File: src/tmc_pkg.sv
package tmc_pkg;
	// ==========================================
	// register map (byte addresses)
	localparam logic [11:0] IDX_IRQ_MASK = 12'h06e;
	localparam logic [11:0] ADDR_IRQ_MASK = {IDX_IRQ_MASK[9:0], 2'b00};
	localparam logic [11:0] ADDR_CMP_A = 12'h000;
	localparam logic [11:0] ADDR_CMP_B = 12'h004;
	localparam logic [11:0] ADDR_IRQ_FLAGS = 12'h008;
	localparam logic [11:0] ADDR_COUNTER = 12'h00c;
	localparam logic [11:0] ADDR_CTRL = 12'h010;
	localparam logic [11:0] ADDR_STATUS = 12'h014;
	// ==========================================
	// field positions and widths
	localparam int IRQ_W = 3;
	localparam int BIT_OVF = 0;
	localparam int BIT_MATCH_A = 1;
	localparam int BIT_MATCH_B = 2;
	localparam int CTRL_FORCE_A = 0;
	localparam int CTRL_FORCE_B = 1;
	localparam int CTRL_WAVE_LO = 2;
	localparam int CTRL_WAVE_HI = 4;
	localparam int CTRL_CLR_ON_MATCH = 5;
	localparam int STAT_OUT_A = 0;
	localparam int STAT_OUT_B = 1;
	localparam logic [2:0] IRQ_RESET = 3'h0;
	localparam logic [7:0] BYTE_RESET = 8'h00;
	localparam logic [7:0] COUNT_MAX = 8'hff;
	localparam logic [7:0] COUNT_BOTTOM = 8'h00;
	// ==========================================
	// grouped irq signals
	typedef struct packed {
		logic match_b;
		logic match_a;
		logic overflow;
	} tmc_irq_t;
endpackage : tmc_pkg

File: src/tmc_match_unit.sv
`timescale 1ns/100ps
module tmc_match_unit #(
	parameter int W = 8
) (
	input wire logic clk,
	input wire logic rst,
	input wire logic tick,
	input wire logic block,
	input wire logic force_strobe,
	input wire logic [W-1:0] count,
	input wire logic [W-1:0] compare,
	output logic match_event,
	output logic wave_out
);
	// ==========================================
	// comparator and toggle output
	wire logic hit = tick && !block && (count == compare);
	always_ff @(posedge clk or posedge rst) begin
		if (rst) begin
			match_event <= 1'b0;
			wave_out <= 1'b0;
		end else begin
			match_event <= hit;
			if (hit || force_strobe) begin
				wave_out <= ~wave_out;
			end
		end
	end
endmodule : tmc_match_unit

File: src/tmc_timer.sv
// The implementer's own choice: register access over APB.
`timescale 1ns/100ps
// Notes on behaviour
// channel A compare checked each timer tick; match toggles output and raises event
// channel B compare checked each timer tick; match toggles output and raises event
// upper 29 bits of mask and flag registers read zero
// mask bit 2 gates channel B request together with global enable
// mask bit 1 gates channel A request together with global enable
// mask bit 0 gates overflow request together with global enable
// channel B match sets flag bit 2
// channel A match sets flag bit 1
// overflow sets flag bit 0; point depends on wave mode
// vector acknowledge clears matching flag
// writing one to a flag bit clears it
// request only when global enable, mask and flag all set
// forced strobe changes output only; no flag, no counter clear
// counter write suppresses compare on following tick
// writing zero leaves flag; flag writes never set
// all mask bits reset to zero
module tmc_timer #(
	parameter int CW = 8
) (
	input wire logic clk,
	input wire logic rst,
	input wire logic psel,
	input wire logic penable,
	input wire logic pwrite,
	input wire logic [11:0] paddr,
	input wire logic [31:0] pwdata,
	output logic [31:0] prdata,
	output logic pready,
	output logic pslverr,
	input wire logic timer_tick,
	input wire logic global_irq_en,
	input wire logic [2:0] irq_ack,
	output logic [2:0] irq_req,
	output logic wave_out_a,
	output logic wave_out_b
);
	// ==========================================
	// bus decode
	wire logic wr = psel && penable && pwrite;
	wire logic sel_mask = (paddr == tmc_pkg::ADDR_IRQ_MASK);
	wire logic sel_cmp_a = (paddr == tmc_pkg::ADDR_CMP_A);
	wire logic sel_cmp_b = (paddr == tmc_pkg::ADDR_CMP_B);
	wire logic sel_flags = (paddr == tmc_pkg::ADDR_IRQ_FLAGS);
	wire logic sel_cnt = (paddr == tmc_pkg::ADDR_COUNTER);
	wire logic sel_ctrl = (paddr == tmc_pkg::ADDR_CTRL);
	wire logic sel_stat = (paddr == tmc_pkg::ADDR_STATUS);
	wire logic mapped = sel_mask | sel_cmp_a | sel_cmp_b | sel_flags | sel_cnt | sel_ctrl | sel_stat;
	// ==========================================
	// registers
	tmc_pkg::tmc_irq_t irq_mask;
	tmc_pkg::tmc_irq_t irq_flags;
	logic [CW-1:0] compare_value_a;
	logic [CW-1:0] compare_value_b;
	logic [CW-1:0] counter_value;
	logic [2:0] wave_mode_sel;
	logic clr_on_match;
	logic block_next;
	always_ff @(posedge clk or posedge rst) begin
		if (rst) begin
			irq_mask <= tmc_pkg::IRQ_RESET;
			compare_value_a <= '0;
			compare_value_b <= '0;
			wave_mode_sel <= '0;
			clr_on_match <= 1'b0;
		end else if (wr) begin
			if (sel_mask) irq_mask <= pwdata[tmc_pkg::IRQ_W-1:0];
			if (sel_cmp_a) compare_value_a <= pwdata[CW-1:0];
			if (sel_cmp_b) compare_value_b <= pwdata[CW-1:0];
			if (sel_ctrl) begin
				wave_mode_sel <= pwdata[tmc_pkg::CTRL_WAVE_HI:tmc_pkg::CTRL_WAVE_LO];
				clr_on_match <= pwdata[tmc_pkg::CTRL_CLR_ON_MATCH];
			end
		end
	end
	// ==========================================
	// force strobes, write-only pulses
	wire logic force_a = wr && sel_ctrl && pwdata[tmc_pkg::CTRL_FORCE_A];
	wire logic force_b = wr && sel_ctrl && pwdata[tmc_pkg::CTRL_FORCE_B];
	wire logic cnt_wr = wr && sel_cnt;
	// ==========================================
	// match units
	logic ev_a;
	logic ev_b;
	logic out_a;
	logic out_b;
	tmc_match_unit #(.W(CW)) u_a (
		.clk(clk),
		.rst(rst),
		.tick(timer_tick),
		.block(block_next),
		.force_strobe(force_a),
		.count(counter_value),
		.compare(compare_value_a),
		.match_event(ev_a),
		.wave_out(out_a)
	);
	tmc_match_unit #(.W(CW)) u_b (
		.clk(clk),
		.rst(rst),
		.tick(timer_tick),
		.block(block_next),
		.force_strobe(force_b),
		.count(counter_value),
		.compare(compare_value_b),
		.match_event(ev_b),
		.wave_out(out_b)
	);
	assign wave_out_a = out_a;
	assign wave_out_b = out_b;
	// ==========================================
	// counter, for match and overflow events and read back at ADDR_COUNTER
	wire logic ctc_hit = clr_on_match && !block_next && (counter_value == compare_value_a);
	wire logic [CW-1:0] top = clr_on_match ? compare_value_a : tmc_pkg::COUNT_MAX;
	wire logic wrap = timer_tick && (counter_value == top);
	wire logic ovf_at_max = timer_tick && (counter_value == tmc_pkg::COUNT_MAX);
	wire logic ovf_ev = (wave_mode_sel[0] && !wave_mode_sel[1]) ?
		(timer_tick && counter_value == tmc_pkg::COUNT_BOTTOM) : ovf_at_max;
	always_ff @(posedge clk or posedge rst) begin
		if (rst) begin
			counter_value <= tmc_pkg::BYTE_RESET;
			block_next <= 1'b0;
		end else if (cnt_wr) begin
			counter_value <= pwdata[CW-1:0];
			block_next <= 1'b1;
		end else if (timer_tick) begin
			block_next <= 1'b0;
			counter_value <= (wrap || (ctc_hit && timer_tick)) ? '0 : counter_value + 1'b1;
		end
	end
	// ==========================================
	// flags: set wins over clear
	wire tmc_pkg::tmc_irq_t sets = {ev_b, ev_a, ovf_ev};
	wire tmc_pkg::tmc_irq_t sw_clr = (wr && sel_flags) ? pwdata[2:0] : 3'h0;
	wire tmc_pkg::tmc_irq_t next_flags = sets | (irq_flags & ~sw_clr & ~irq_ack);
	always_ff @(posedge clk or posedge rst) begin
		if (rst) irq_flags <= tmc_pkg::IRQ_RESET;
		else irq_flags <= next_flags;
	end
	always_ff @(posedge clk or posedge rst) begin
		if (rst) irq_req <= 3'h0;
		else irq_req <= global_irq_en ? (next_flags & irq_mask) : 3'h0;
	end
	// ==========================================
	// apb read and answer
	wire logic [31:0] rmux =
		sel_mask ? {29'h0, irq_mask} :
		sel_flags ? {29'h0, irq_flags} :
		sel_cmp_a ? {24'h0, compare_value_a} :
		sel_cmp_b ? {24'h0, compare_value_b} :
		sel_cnt ? {24'h0, counter_value} :
		sel_ctrl ? {26'h0, clr_on_match, wave_mode_sel, 2'h0} :
		sel_stat ? {30'h0, out_b, out_a} : 32'h0;
	always_ff @(posedge clk or posedge rst) begin
		if (rst) begin
			prdata <= 32'h0;
			pready <= 1'b0;
			pslverr <= 1'b0;
		end else begin
			pready <= psel && !penable;
			pslverr <= psel && !penable && !mapped;
			prdata <= (psel && !penable) ? rmux : 32'h0;
		end
	end
	// ==========================================
	// checks
	property p_req_gate;
		@(posedge clk) disable iff (rst) irq_req[2] |-> $past(irq_mask[2]) && $past(global_irq_en);
	endproperty
	a_req_gate: assert property (p_req_gate) else $error("req without enable");
	property p_req_a;
		@(posedge clk) disable iff (rst) irq_req[1] |-> $past(irq_mask[1]);
	endproperty
	a_req_a: assert property (p_req_a) else $error("req a without mask");
	property p_req_o;
		@(posedge clk) disable iff (rst) irq_req[0] |-> $past(irq_mask[0]);
	endproperty
	a_req_o: assert property (p_req_o) else $error("overflow req without mask");
	property p_set_b;
		@(posedge clk) disable iff (rst) ev_b |=> irq_flags[2];
	endproperty
	a_set_b: assert property (p_set_b) else $error("flag b not set");
	property p_set_a;
		@(posedge clk) disable iff (rst) ev_a |=> irq_flags[1];
	endproperty
	a_set_a: assert property (p_set_a) else $error("flag a not set");
	property p_clr;
		@(posedge clk) disable iff (rst) (wr && sel_flags && pwdata[1] && !ev_a) |=> !irq_flags[1];
	endproperty
	a_clr: assert property (p_clr) else $error("flag not cleared");
	property p_noset;
		@(posedge clk) disable iff (rst) (!irq_flags[1] && !ev_a) |=> !irq_flags[1];
	endproperty
	a_noset: assert property (p_noset) else $error("flag set by write");
	property p_block;
		@(posedge clk) disable iff (rst) cnt_wr |=> ##1 (!ev_a && !ev_b);
	endproperty
	a_block: assert property (p_block) else $error("match after counter write");
	property p_ack;
		@(posedge clk) disable iff (rst) (irq_ack[0] && !ovf_ev) |=> !irq_flags[0];
	endproperty
	a_ack: assert property (p_ack) else $error("ack did not clear");

	// ==========================================
	// reserved bits and reset
	property p_mask_rsvd;
		@(posedge clk) disable iff (rst) (psel && !penable && sel_mask) |=> (prdata[31:3] == 29'h0);
	endproperty
	a_mask_rsvd: assert property (p_mask_rsvd) else $error("mask upper bits not zero");
	property p_flags_rsvd;
		@(posedge clk) disable iff (rst) (psel && !penable && sel_flags) |=> (prdata[31:3] == 29'h0);
	endproperty
	a_flags_rsvd: assert property (p_flags_rsvd) else $error("flag upper bits not zero");
	property p_mask_reset;
		@(posedge clk) $fell(rst) |-> (irq_mask == tmc_pkg::IRQ_RESET);
	endproperty
	a_mask_reset: assert property (p_mask_reset) else $error("mask not zero after reset");

	// ==========================================
	// flag setting
	property p_set_o;
		@(posedge clk) disable iff (rst) ovf_ev |=> irq_flags[0];
	endproperty
	a_set_o: assert property (p_set_o) else $error("overflow flag not set");

	// ==========================================
	// request follows flag, mask and global enable
	property p_req_flag_b;
		@(posedge clk) disable iff (rst) irq_req[2] |-> irq_flags[2];
	endproperty
	a_req_flag_b: assert property (p_req_flag_b) else $error("req b without flag");
	property p_req_flag_a;
		@(posedge clk) disable iff (rst) irq_req[1] |-> irq_flags[1];
	endproperty
	a_req_flag_a: assert property (p_req_flag_a) else $error("req a without flag");
	property p_req_flag_o;
		@(posedge clk) disable iff (rst) irq_req[0] |-> irq_flags[0];
	endproperty
	a_req_flag_o: assert property (p_req_flag_o) else $error("overflow req without flag");
	property p_req_on_b;
		@(posedge clk) disable iff (rst)
			(irq_flags[2] && $past(irq_mask[2]) && $past(global_irq_en)) |-> irq_req[2];
	endproperty
	a_req_on_b: assert property (p_req_on_b) else $error("req b missing");
	property p_req_on_a;
		@(posedge clk) disable iff (rst)
			(irq_flags[1] && $past(irq_mask[1]) && $past(global_irq_en)) |-> irq_req[1];
	endproperty
	a_req_on_a: assert property (p_req_on_a) else $error("req a missing");
	property p_req_on_o;
		@(posedge clk) disable iff (rst)
			(irq_flags[0] && $past(irq_mask[0]) && $past(global_irq_en)) |-> irq_req[0];
	endproperty
	a_req_on_o: assert property (p_req_on_o) else $error("overflow req missing");

	// ==========================================
	// match and force effects on outputs and flags
	property p_toggle_a;
		@(posedge clk) disable iff (rst) ev_a |-> (out_a != $past(out_a));
	endproperty
	a_toggle_a: assert property (p_toggle_a) else $error("match a did not toggle");
	property p_toggle_b;
		@(posedge clk) disable iff (rst) ev_b |-> (out_b != $past(out_b));
	endproperty
	a_toggle_b: assert property (p_toggle_b) else $error("match b did not toggle");
	property p_force_a;
		@(posedge clk) disable iff (rst) (force_a && !timer_tick) |=> (out_a != $past(out_a));
	endproperty
	a_force_a: assert property (p_force_a) else $error("force a did not toggle");
	property p_force_b;
		@(posedge clk) disable iff (rst) (force_b && !timer_tick) |=> (out_b != $past(out_b));
	endproperty
	a_force_b: assert property (p_force_b) else $error("force b did not toggle");
	property p_force_noflag_a;
		@(posedge clk) disable iff (rst) (force_a && !irq_flags[1] && !ev_a) |=> !irq_flags[1];
	endproperty
	a_force_noflag_a: assert property (p_force_noflag_a) else $error("force a set flag");
	property p_force_noflag_b;
		@(posedge clk) disable iff (rst) (force_b && !irq_flags[2] && !ev_b) |=> !irq_flags[2];
	endproperty
	a_force_noflag_b: assert property (p_force_noflag_b) else $error("force b set flag");

	// ==========================================
	// counter write and bus answer
	property p_cnt_load;
		@(posedge clk) disable iff (rst) cnt_wr |=> (counter_value == $past(pwdata[CW-1:0]));
	endproperty
	a_cnt_load: assert property (p_cnt_load) else $error("counter write lost");
	property p_ready_on;
		@(posedge clk) disable iff (rst) (psel && !penable) |=> pready;
	endproperty
	a_ready_on: assert property (p_ready_on) else $error("no ready after setup");
	property p_ready_pulse;
		@(posedge clk) disable iff (rst) pready |=> !pready;
	endproperty
	a_ready_pulse: assert property (p_ready_pulse) else $error("ready longer than one cycle");
endmodule : tmc_timer
File: config.mk
export PLATFORM = sky130hd
export DESIGN_NAME = tmc_timer
export DESIGN_NICKNAME = d
export VERILOG_FILES = /design/src/tmc_pkg.sv /design/src/tmc_match_unit.sv /design/src/tmc_timer.sv
export SDC_FILE = /design/constraint.sdc
export NUM_CORES = 1
export LEC_CHECK = 0
export ABC_AREA = 1
export ABC_CLOCK_PERIOD_IN_PS = 3200
export BUFFER_PORTS_ARGS = -buffer_cell sky130_fd_sc_hd__buf_2
export CAP_MARGIN = 20
export CELL_PAD_IN_SITES_DETAIL_PLACEMENT = 1
export CELL_PAD_IN_SITES_GLOBAL_PLACEMENT = 1
export CORE_AREA = 2 2 94 96
export DETAILED_ROUTE_END_ITERATION = 6
export DIE_AREA = 0 0 96 98
export PLACE_DENSITY_LB_ADDON = 0.05
export SLEW_MARGIN = 10
export SYNTH_ARGS = -nofsm -noshare
export SYNTH_HDL_FRONTEND = slang
export SYNTH_SLANG_ARGS = --single-unit
File: constraint.sdc
create_clock -name clk -period 3.2 [get_ports clk]
set_clock_uncertainty 0.15 [all_clocks]
set_input_delay 0.32 -clock clk [delete_from_list [all_inputs] [get_ports clk]]
set_output_delay 0.32 -clock clk [all_outputs]
set_load 0.1 [all_outputs]
**After elaboration in Yosys (flattened, before gate mapping)**

Cells that the tools add are included.

- Add/sub/neg operators: 1
- Equality and inequality tests: 10
- Muxes and demuxes: 17
- Bitwise operators: 14
- Reduce and logical (&&, ||, !) cells: 33

Operators with widths:

| kind | number |
|---|---|
| 8-bit two-way mux | 10 |
| 12-bit by 4-bit equality test with 1-bit output (second input constant) | 2 |
| 12-bit by 5-bit equality test with 1-bit output (second input constant) | 2 |
| 8-bit equality test | 3 |
| 1-bit logical AND | 19 |
| 12-bit by 3-bit equality test with 1-bit output (second input constant) | 1 |
| 12-bit by 9-bit equality test with 1-bit output (second input constant) | 1 |
| 12-bit zero test | 1 |
| 3-bit AND | 3 |
| 8-bit by 1-bit adder with 8-bit output (second input constant) | 1 |
| 8-bit equality test (second input constant) | 1 |
| 8-bit zero test | 1 |
| 2-bit AND reduction | 4 |
| 3-bit two-way mux | 2 |
| 6-bit two-way mux | 1 |
| 3-bit inverter | 2 |
| 1-bit OR | 6 |
| 1-bit zero test | 4 |
| 1-bit logical OR | 3 |
| 1-bit two-way mux | 3 |
| 3-bit OR | 1 |
| 2-bit two-way mux | 1 |
| 1-bit inverter | 2 |
| 2-bit nonzero test | 1 |

- Register bits after elaboration: 52
- Input port bits: 54
- Output and inout port bits: 39
- Word-level logic and storage cells: 95

**Longest topological paths before layout**

Gate-level depths: netlist (run 1).

- Word-level depth: 10
- Gate-level depth with buffers: 12
- Gate-level depth less buffers: 12

**Modules after synthesis**

Synthesis (run 1) repeated with hierarchy kept, for this count alone.

- Cell total of the unflattened synthesis: 499
- Area, all modules: 3,473.3 um^2

Modules (own cells, without submodules):

| module | times used | cells an instance | area each (um^2) | seq. area each (um^2) |
|---|---|---|---|---|
| tmc_timer | 1 | 397 | 2,955.3 | 1,201.2 |
| tmc_match_unit | 2 | 51 | 259.0 | 50.0 |

**Worst setup path after synthesis (run 1)**

No wires, ideal clock.

- Kind: register to register
- Start point: register u_b.wave_out
- End point: register prdata[1]
- Setup time: 0.073 ns
- Data arrival time: 1.344 ns
- Required time: 2.977 ns
- Setup slack: 1.633 ns
- Stages on the path, launching flop included: 5
- Path buffers: 0
- Cells stage by stage: dfrtp_1 -> nand3_1 -> nand3b_1 -> nand2_1 -> a21oi_2

- Word-level cells in the longest chain between the ends: 8

RTL lines:

| item | RTL line | text |
|---|---|---|
| start, declared | tmc_match_unit.sv:13 | `output logic wave_out` |
| start signal, assigned | tmc_match_unit.sv:25 | `wave_out <= ~wave_out;` |
| 2-bit two-way mux | tmc_timer.sv:155 | `sel_stat ? {30'h0, out_b, out_a} : 32'h0;` |
| 6-bit two-way mux | tmc_timer.sv:154 | `sel_ctrl ? {26'h0, clr_on_match, wave_mode_sel, 2'h0} :` |
| 8-bit two-way mux | tmc_timer.sv:153 | `sel_cnt ? {24'h0, counter_value} :` |
| 8-bit two-way mux | tmc_timer.sv:152 | `sel_cmp_b ? {24'h0, compare_value_b} :` |
| 8-bit two-way mux | tmc_timer.sv:151 | `sel_cmp_a ? {24'h0, compare_value_a} :` |
| 8-bit two-way mux | tmc_timer.sv:150 | `sel_flags ? {29'h0, irq_flags} :` |
| 8-bit two-way mux | tmc_timer.sv:149 | `sel_mask ? {29'h0, irq_mask} :` |
| 8-bit two-way mux | tmc_timer.sv:164 | `prdata <= (psel && !penable) ? rmux : 32'h0;` |
| end signal, assigned | tmc_timer.sv:164 |  |
| end, declared | tmc_timer.sv:30 | `output logic [31:0] prdata,` |

Every way passes these cells.
A chain may end at the register's enable or synchronous reset.

**Final worst setup path (run 1)**

- Start point: register counter_value[3]
- End point: register counter_value[6]

- Word-level cells in the longest chain between the ends: 7

RTL lines:

| item | RTL line | text |
|---|---|---|
| start, declared | tmc_timer.sv:57 | `logic [CW-1:0] counter_value;` |
| start signal, assigned | tmc_timer.sv:123 | `counter_value <= tmc_pkg::BYTE_RESET;` |
| start signal, assigned | tmc_timer.sv:126 | `counter_value <= pwdata[CW-1:0];` |
| start signal, assigned | tmc_timer.sv:130 | `counter_value <= (wrap \|\| (ctc_hit && timer_tick)) ? '0 : counter_value + 1'b1;` |
| parallel branches: the longest is 4 deep, another holds 8-bit by 1-bit adder with 8-bit output | n/a |  |
| 8-bit two-way mux * | tmc_timer.sv:130 |  |
| 8-bit two-way mux * | tmc_timer.sv:128 | `end else if (timer_tick) begin` |
| 8-bit two-way mux * | tmc_timer.sv:125 | `end else if (cnt_wr) begin` |

Every way passes the cells marked *. The select of a mux whose other input is x is not followed.

==> impl_metrics.yaml, run 1 <==
clock_tree:
  htreeDepth: 2
  clk_latency_ns: 0.32
  clock_path_buffers: 2
  cts_root_buf: "clkbuf_8"
  ctsResizeCount: 0
  path_clk_slew_ns: 0.11
  clock_sinks: 52
  cts_tree: "built"
  cts_buffers: 5
timing:
  tns_ns: 0
  max_freq_ghz: 0.521
  rsz0062_at_grt: "false"
  post-route-period-util_pct: 60.0
  fin_crit_ns: 1.92
  hold_viol: 0
  setup_viol: 0
  maxSlewViolCount: 0
global_route:
  antenna_found_initial: 0
  gr-total-overflow: 0
  grt.total_usage_pct: 21.2
  grt_pass1_wl_mm: 15.1
  grt_max_degree: 36
  grt_pass1_vias: 2983
yosys:
  synth_ff_type: "dfrtp_1"
  synthArstFlopShare_pct: 100
  synth.distinct_cells: 41
  synth-edff-count: 0
  synthTopCellsByArea: "dfrtp_1 39%, nand2_1 10%, buf_4 5.9%"
  synth_most_common_cell: "nand2_1"
  synth_warnings: 0
  ys_ff_latch: 52
  yosysTopAreaCell: "dfrtp_1"
  synth_area_um2: 3330
  yosys-top-cells-count: "92 x nand2_1, 52 x dfrtp_1, 47 x inv_1"
  synth_top_area_share_pct: 39.1
  yosysSeqAreaShare_pct: 39.1
  synth_cells: 430
  avgSynthCellArea_um2: 7.74
drt:
  drc: 0
  drtIter0Drc: 110
  vias: 2929
  drtAntennaViolNets: 0
  via_per_inst: 5.01
  drtPass1Iterations: 4
  wl_per_cell_um: 16.1
  wl_mm: 9.40
status:
  outcome: "finished, final reports clean"
worst_setup_path:
  cp_slowest_cell: "dfrtp_1"
  worstPathRequired_ns: 3.25
  crit_type: "reg -> reg"
  cp-end-kind: "register"
  cp_num_buf_inv: 1
  path_max_fanout: 8
  cp.arrival_ns: 1.97
  cp_slowest_stage_delay_ns: 0.53
  cp-start-kind: "register"
  crit_family: "flip-flops"
  critical_path.cell_chain: "inv_2, o21ai_0, nor2_1, nand2_1, o21ai_0, nand2_2, nand2_1, o211ai_1"
power:
  power_frac_comb_pct: 30.1
  seqPwrFrac_pct: 44.0
  leakage_nw: 1.91
  ir_drop_uv: 250
  switching_power_uw: 766
  swShare_pct: 41.8
  p_clk_share_pct: 25.9
  p_per_area_nw_per_um2: 499
  p_int_mw: 1.07
placement:
  finalWeightedCongestion: 0.871
  dp_hpwl_mm: 7.52
  io_buffers: 44
  postPlaceCellArea_um2: 3550
finish:
  finalInstanceArea_um2: 3670
  diodes: 0
  drive_gt1_share_pct: 22.9
  n_fill_cell: 1111
  seq_area_um2: 1300
  layout.nets: 532
  post-route-util_pct: 43.4
  area_delta_synth_final_pct: 10.4
  multi_input_area_um2: 1640
floorplan:
  chipWidth_um: 96
  core_area_um2: 8470
  die_h_um: 98
  row_count: 34
  ios: 93
  start_util_pct: 39.3
  dieArea_um2: 9410
run:
  maxCapViolCount: 0
hold_path:
  worstHoldPathType: "in -> reg"
-- final cells by class --
| class | instances | share of cell area (%) |
|---|---|---|
| multi-input cells | 310 | 44.7 |
| flip-flops and latches | 52 | 35.4 |
| inverters | 61 | 6.64 |
| repair buffers | 46 | 6.47 |
| well taps | 108 | 3.68 |
| clock buffers | 5 | 1.87 |
| clock inverters | 3 | 1.26 |
-- per-layer routing --
metal | vias to the layer above | wire length (um) | part of all wire [%] | GRT usage (%)
met4 | 0 | 149 | 1.6 | 5.60
met2 | 73 | 4420 | 47 | 34.4
met1 | 1416 | 4440 | 47 | 29.5
met3 | 11 | 389 | 4.1 | 3.01
met5 | - | 0 | 0 | 0
li1 | 1429 | - | - | -
-- logic make-up after synthesis --
group                    share of synthesized area (%)
buffers and inverters                             14.2
adder cells (fa/ha/maj)                          0.752
AND/OR/NAND/NOR                                   30.8
flip-flops                                        39.1
other                                            0.113
AO/OA/AOI/OAI                                     13.2
XOR/XNOR                                          1.84
-- per-stage QoR --
step	std cells	setup slack, ns	power (mW)	hold slack, ns
2_1_floorplan	453	1.47	1.27	0.271
6_report	585	1.28	1.83	0.0884
5_1_grt	585	1.14	1.93	0.0870
3_5_place_dp	576	1.33	1.37	0.175
3_3_place_gp	576	1.39	1.36	0.171
4_1_cts	585	1.31	1.85	0.0785
-- path summary, 6_finish.rpt --
path                                        from                 end  slack [ns]  cells after the start
worst max-delay path            counter_value[3]    counter_value[6]        1.28                      8
worst min-delay path                     penable              pready        0.09                      2
worst max register to register  counter_value[3]    counter_value[6]        1.28                      8
worst min register to register   u_a.match_event        irq_flags[1]        0.33                      2
max in group asynchronous                    rst  compare_value_b[5]        1.72                      4
min in group asynchronous                    rst     u_a.match_event        0.37                      3
-- power by group through the flow --
stage | Clock, mW | Combinational, mW | Sequential (mW)
global placement | 0 | 0.540 | 0.816
floorplan | 0 | 0.420 | 0.847
detailed placement | 0 | 0.552 | 0.817
CTS | 0.488 | 0.554 | 0.804
global route | 0.509 | 0.600 | 0.816
finish | 0.474 | 0.551 | 0.806
-- sequential cells by signal (all words and copies together), names as in the netlist, 3 cells and up --
name	flops
compare_value_a	8
compare_value_b	8
counter_value	8
prdata	8
irq_flags	3
irq_mask	3
irq_req	3
wave_mode_sel	3
-- placed cells by master, fill, tap and decap left out, types with 6 or more instances in the layout --
cell and count:
inv_1 46, nor2_1 33, nand2_4 6, o21ai_1 13, a21oi_1 6, o21ai_0 29, buf_2 44, nand4_1 6
nor3_1 6, dfrtp_1 52, nand2_1 92, nand3_1 32, o21ai_2 11, nand2_2 6, conb_1 24, inv_2 10
-- repair_timing --
action | CTS | global route
hold buffers | 1 | 0
setup buffers | 0 | 0
hold endpoints to repair | 17 | 0
(Power assumes the default switching activity.)
==> inputs of run 2 (changes only) <==
--- a/config.mk
+++ b/config.mk
@@ -5,15 +5,15 @@
 export SDC_FILE = /design/constraint.sdc
 export NUM_CORES = 1
 export LEC_CHECK = 0
-export ABC_AREA = 1
-export ABC_CLOCK_PERIOD_IN_PS = 3200
+export ABC_AREA = 0
+export ABC_CLOCK_PERIOD_IN_PS = 1800
 export BUFFER_PORTS_ARGS = -buffer_cell sky130_fd_sc_hd__buf_2
 export CAP_MARGIN = 20
 export CELL_PAD_IN_SITES_DETAIL_PLACEMENT = 1
 export CELL_PAD_IN_SITES_GLOBAL_PLACEMENT = 1
-export CORE_AREA = 2 2 94 96
+export CORE_AREA = 2 2 92 94
 export DETAILED_ROUTE_END_ITERATION = 6
-export DIE_AREA = 0 0 96 98
+export DIE_AREA = 0 0 94 96
 export PLACE_DENSITY_LB_ADDON = 0.05
 export SLEW_MARGIN = 10
 export SYNTH_ARGS = -nofsm -noshare
==> constraint.sdc (replaced) <==
create_clock -name clk -period 1.8 [get_ports clk]
set_clock_uncertainty 0.15 [all_clocks]
set_input_delay 0.18 -clock clk [delete_from_list [all_inputs] [get_ports clk]]
set_output_delay 0.18 -clock clk [all_outputs]
set_load 0.1 [all_outputs]
==> impl_metrics.yaml, run 2 <==
status:
  outcome: "finished with violations"
  violations: "setup timing"
clock_tree:
  path_clk_slew_ns: 0.10
  cts_tree: "built"
  clk_latency_ns: 0.31
  clock_sinks: 52
  cts_buffers: 5
  htreeDepth: 2
  clock_path_buffers: 2
  cts_root_buf: "clkbuf_8"
global_route:
  grtUsageMet3_pct: 2.66
  grt.total_usage_pct: 22.5
  antenna_found_initial: 0
  grt_max_degree: 53
  grtUsageMet2_pct: 40.1
  grt_pass1_wl_mm: 15.1
  grt.busiest_layer: "met2"
  grt_pass1_vias: 2805
  gr-total-overflow: 0
  grt_use_met1_pct: 28.2
yosys:
  synth_ff_type: "dfrtp_1"
  synthTopCellsByArea: "dfrtp_1 43%, mux2_2 9.6%, buf_4 5.9%"
  synth_warnings: 0
  avgSynthCellArea_um2: 10.1
  synthArstFlopShare_pct: 100
  synth_top_area_share_pct: 42.5
  synth-edff-count: 0
  synth.distinct_cells: 59
  synth_cells: 303
  ys_ff_latch: 52
  synth_area_um2: 3060
  yosysTopAreaCell: "dfrtp_1"
  yosysSeqAreaShare_pct: 42.5
  synth_most_common_cell: "dfrtp_1"
  yosys-top-cells-count: "52 x dfrtp_1, 26 x mux2_2, 24 x buf_4"
placement:
  dp_hpwl_mm: 7.34
  pre_cts_ws_ns: -0.471
  finalWeightedCongestion: 0.828
  io_buffers: 44
  placed_cells: 500
power:
  ir_drop_uv: 481
  p_per_area_nw_per_um2: 830
  leakage_nw: 2.06
floorplan:
  die_h_um: 96
  start_util_pct: 38.0
  ios: 93
  dieArea_um2: 9020
  row_count: 33
  core_area_um2: 8050
  chipWidth_um: 94
drt:
  drc: 0
  drtPass1Iterations: 4
  wl_per_cell_um: 19.1
  drtAntennaViolNets: 0
  via_per_inst: 5.17
  drtIter0Drc: 81
  wl_mm: 10.1
  vias: 2712
worst_setup_path:
  cp_slowest_stage_delay_ns: 0.56
  critical_path.cell_chain: "nor2b_4, a2111o_1, or4b_4, o221ai_2, nand2_1"
  cp_slowest_cell: "or4b_4"
  crit_family: "simple AND/OR/NAND/NOR gates"
  worstPathRequired_ns: 1.86
  cp_num_buf_inv: 0
  cp-start-kind: "register"
  crit_type: "reg -> reg"
  cp.arrival_ns: 2.05
  path_max_fanout: 2
  cp-end-kind: "register"
finish:
  layout.nets: 475
  diodes: 0
  layout_commonest_cell: "buf_4"
  instances_no_fill: 525
  multi_input_area_um2: 1850
  seq_area_um2: 1300
  layout_common_cells: "61 x buf_4, 50 x dfrtp_1, 43 x buf_2"
  area_delta_synth_final_pct: 42.2
  n_fill_cell: 931
  drive_gt1_share_pct: 48.6
timing:
  maxSlewViolCount: 0
  rsz0062_at_grt: "true"
  post-route-period-util_pct: 111
  fin_ws_ns: -0.189
  hold_viol: 0
  setup_viol: 31
  fin_crit_ns: 1.99
  max_freq_ghz: 0.503
run:
  maxCapViolCount: 0
hold_path:
  worstHoldPathType: "in -> reg"
==> run 2: cell types whose count changed after synthesis, sizes merged, moves of 6 or more <==
cell,previous run,this run
clkbuf,0,10
mux2,0,26
xnor2,3,9
nand3,37,10
nor2,44,9
nor2b,0,10
nand2,104,21
o21ai,53,11
inv,58,14
a22oi,0,8
==> run 2: layout make-up <==
| cell class | count | share of cell area (%) |
|---|---|---|
| tap | 105 | 3.02 |
| clock inverter | 2 | 0.374 |
| timing repair buffer | 126 | 21.2 |
| inverter | 14 | 1.21 |
| clock buffer | 6 | 1.67 |
| multi-input combinational | 220 | 42.5 |
| sequential | 52 | 30.0 |
==> run 2: per-stage QoR <==
stage                     instance area [um2]  hold WS (ns)  util (%)  power [mW]  setup TNS, ns
final                                    4350       0.00686      54.0        3.61          -3.28
after global routing                     4350        0.0153      54.0        3.80          -4.89
after CTS                                4130        0.0172      51.3        3.52          -2.76
after detailed placement                 3780         0.106      46.9        2.72         -16.73
after global placement                   3780        0.0982      46.9        2.70         -14.82
after floorplan                          3180         0.147         -        2.26          -7.31
==> run 2: path summary, 6_finish.rpt <==
check                                    from               end  slack, ns  cells past startpoint
setup / recovery           compare_value_a[7]  counter_value[7]      -0.19                      5
hold reg to reg               u_b.match_event      irq_flags[2]       0.32                      1
setup reg to reg           compare_value_a[7]  counter_value[7]      -0.19                      5
max in group asynchronous                 rst  counter_value[6]       0.93                      4
hold / removal                      pwdata[4]  counter_value[4]      0.007                      3
min in group asynchronous                 rst        irq_req[1]       0.31                      4
==> run 2: layer usage <==
metal,up-vias,routed length [um]
li1,1261,-
met1,1375,4290
met2,62,5220
met3,14,317
met4,0,227
met5,-,0
==> run 2: worst min-delay path, stage by stage <==
cell     delay (ns)
buf_2          0.13
nand2_1        0.06
o21ai_1        0.06
==> run 2: logic make-up after synthesis <==
kind of cell	Yosys count	share of synthesized area, %
and+or+nand+nor	93	19.2
AOI/OAI and AO/OA	55	12.1
buffers and inverters	54	9.69
other	1	0.123
DFF	52	42.5
adders and majority gates	2	0.818
xor gates and xnor gates	15	4.29
muxes	31	11.2
==> run 2: repair_timing <==
| item | 4_1_cts | 5_1_grt |
|---|---|---|
| cloned | 0 | 1 |
| pin swaps | 13 | 16 |
| endpoints found under the hold margin | 62 | 0 |
| resized for setup | 42 | 35 |
| setup endpoints to repair | 33 | 38 |
| buffers inserted | 5 | 8 |
| hold buffers | 5 | 0 |
==> run 2: where the power goes <==
part	total, mW	internal (mW)	switching (mW)
Clock	0.693	0.278	0.415
Sequential	1.39	1.26	0.130
Combinational	1.53	0.574	0.956
Total	3.61	2.11	1.50
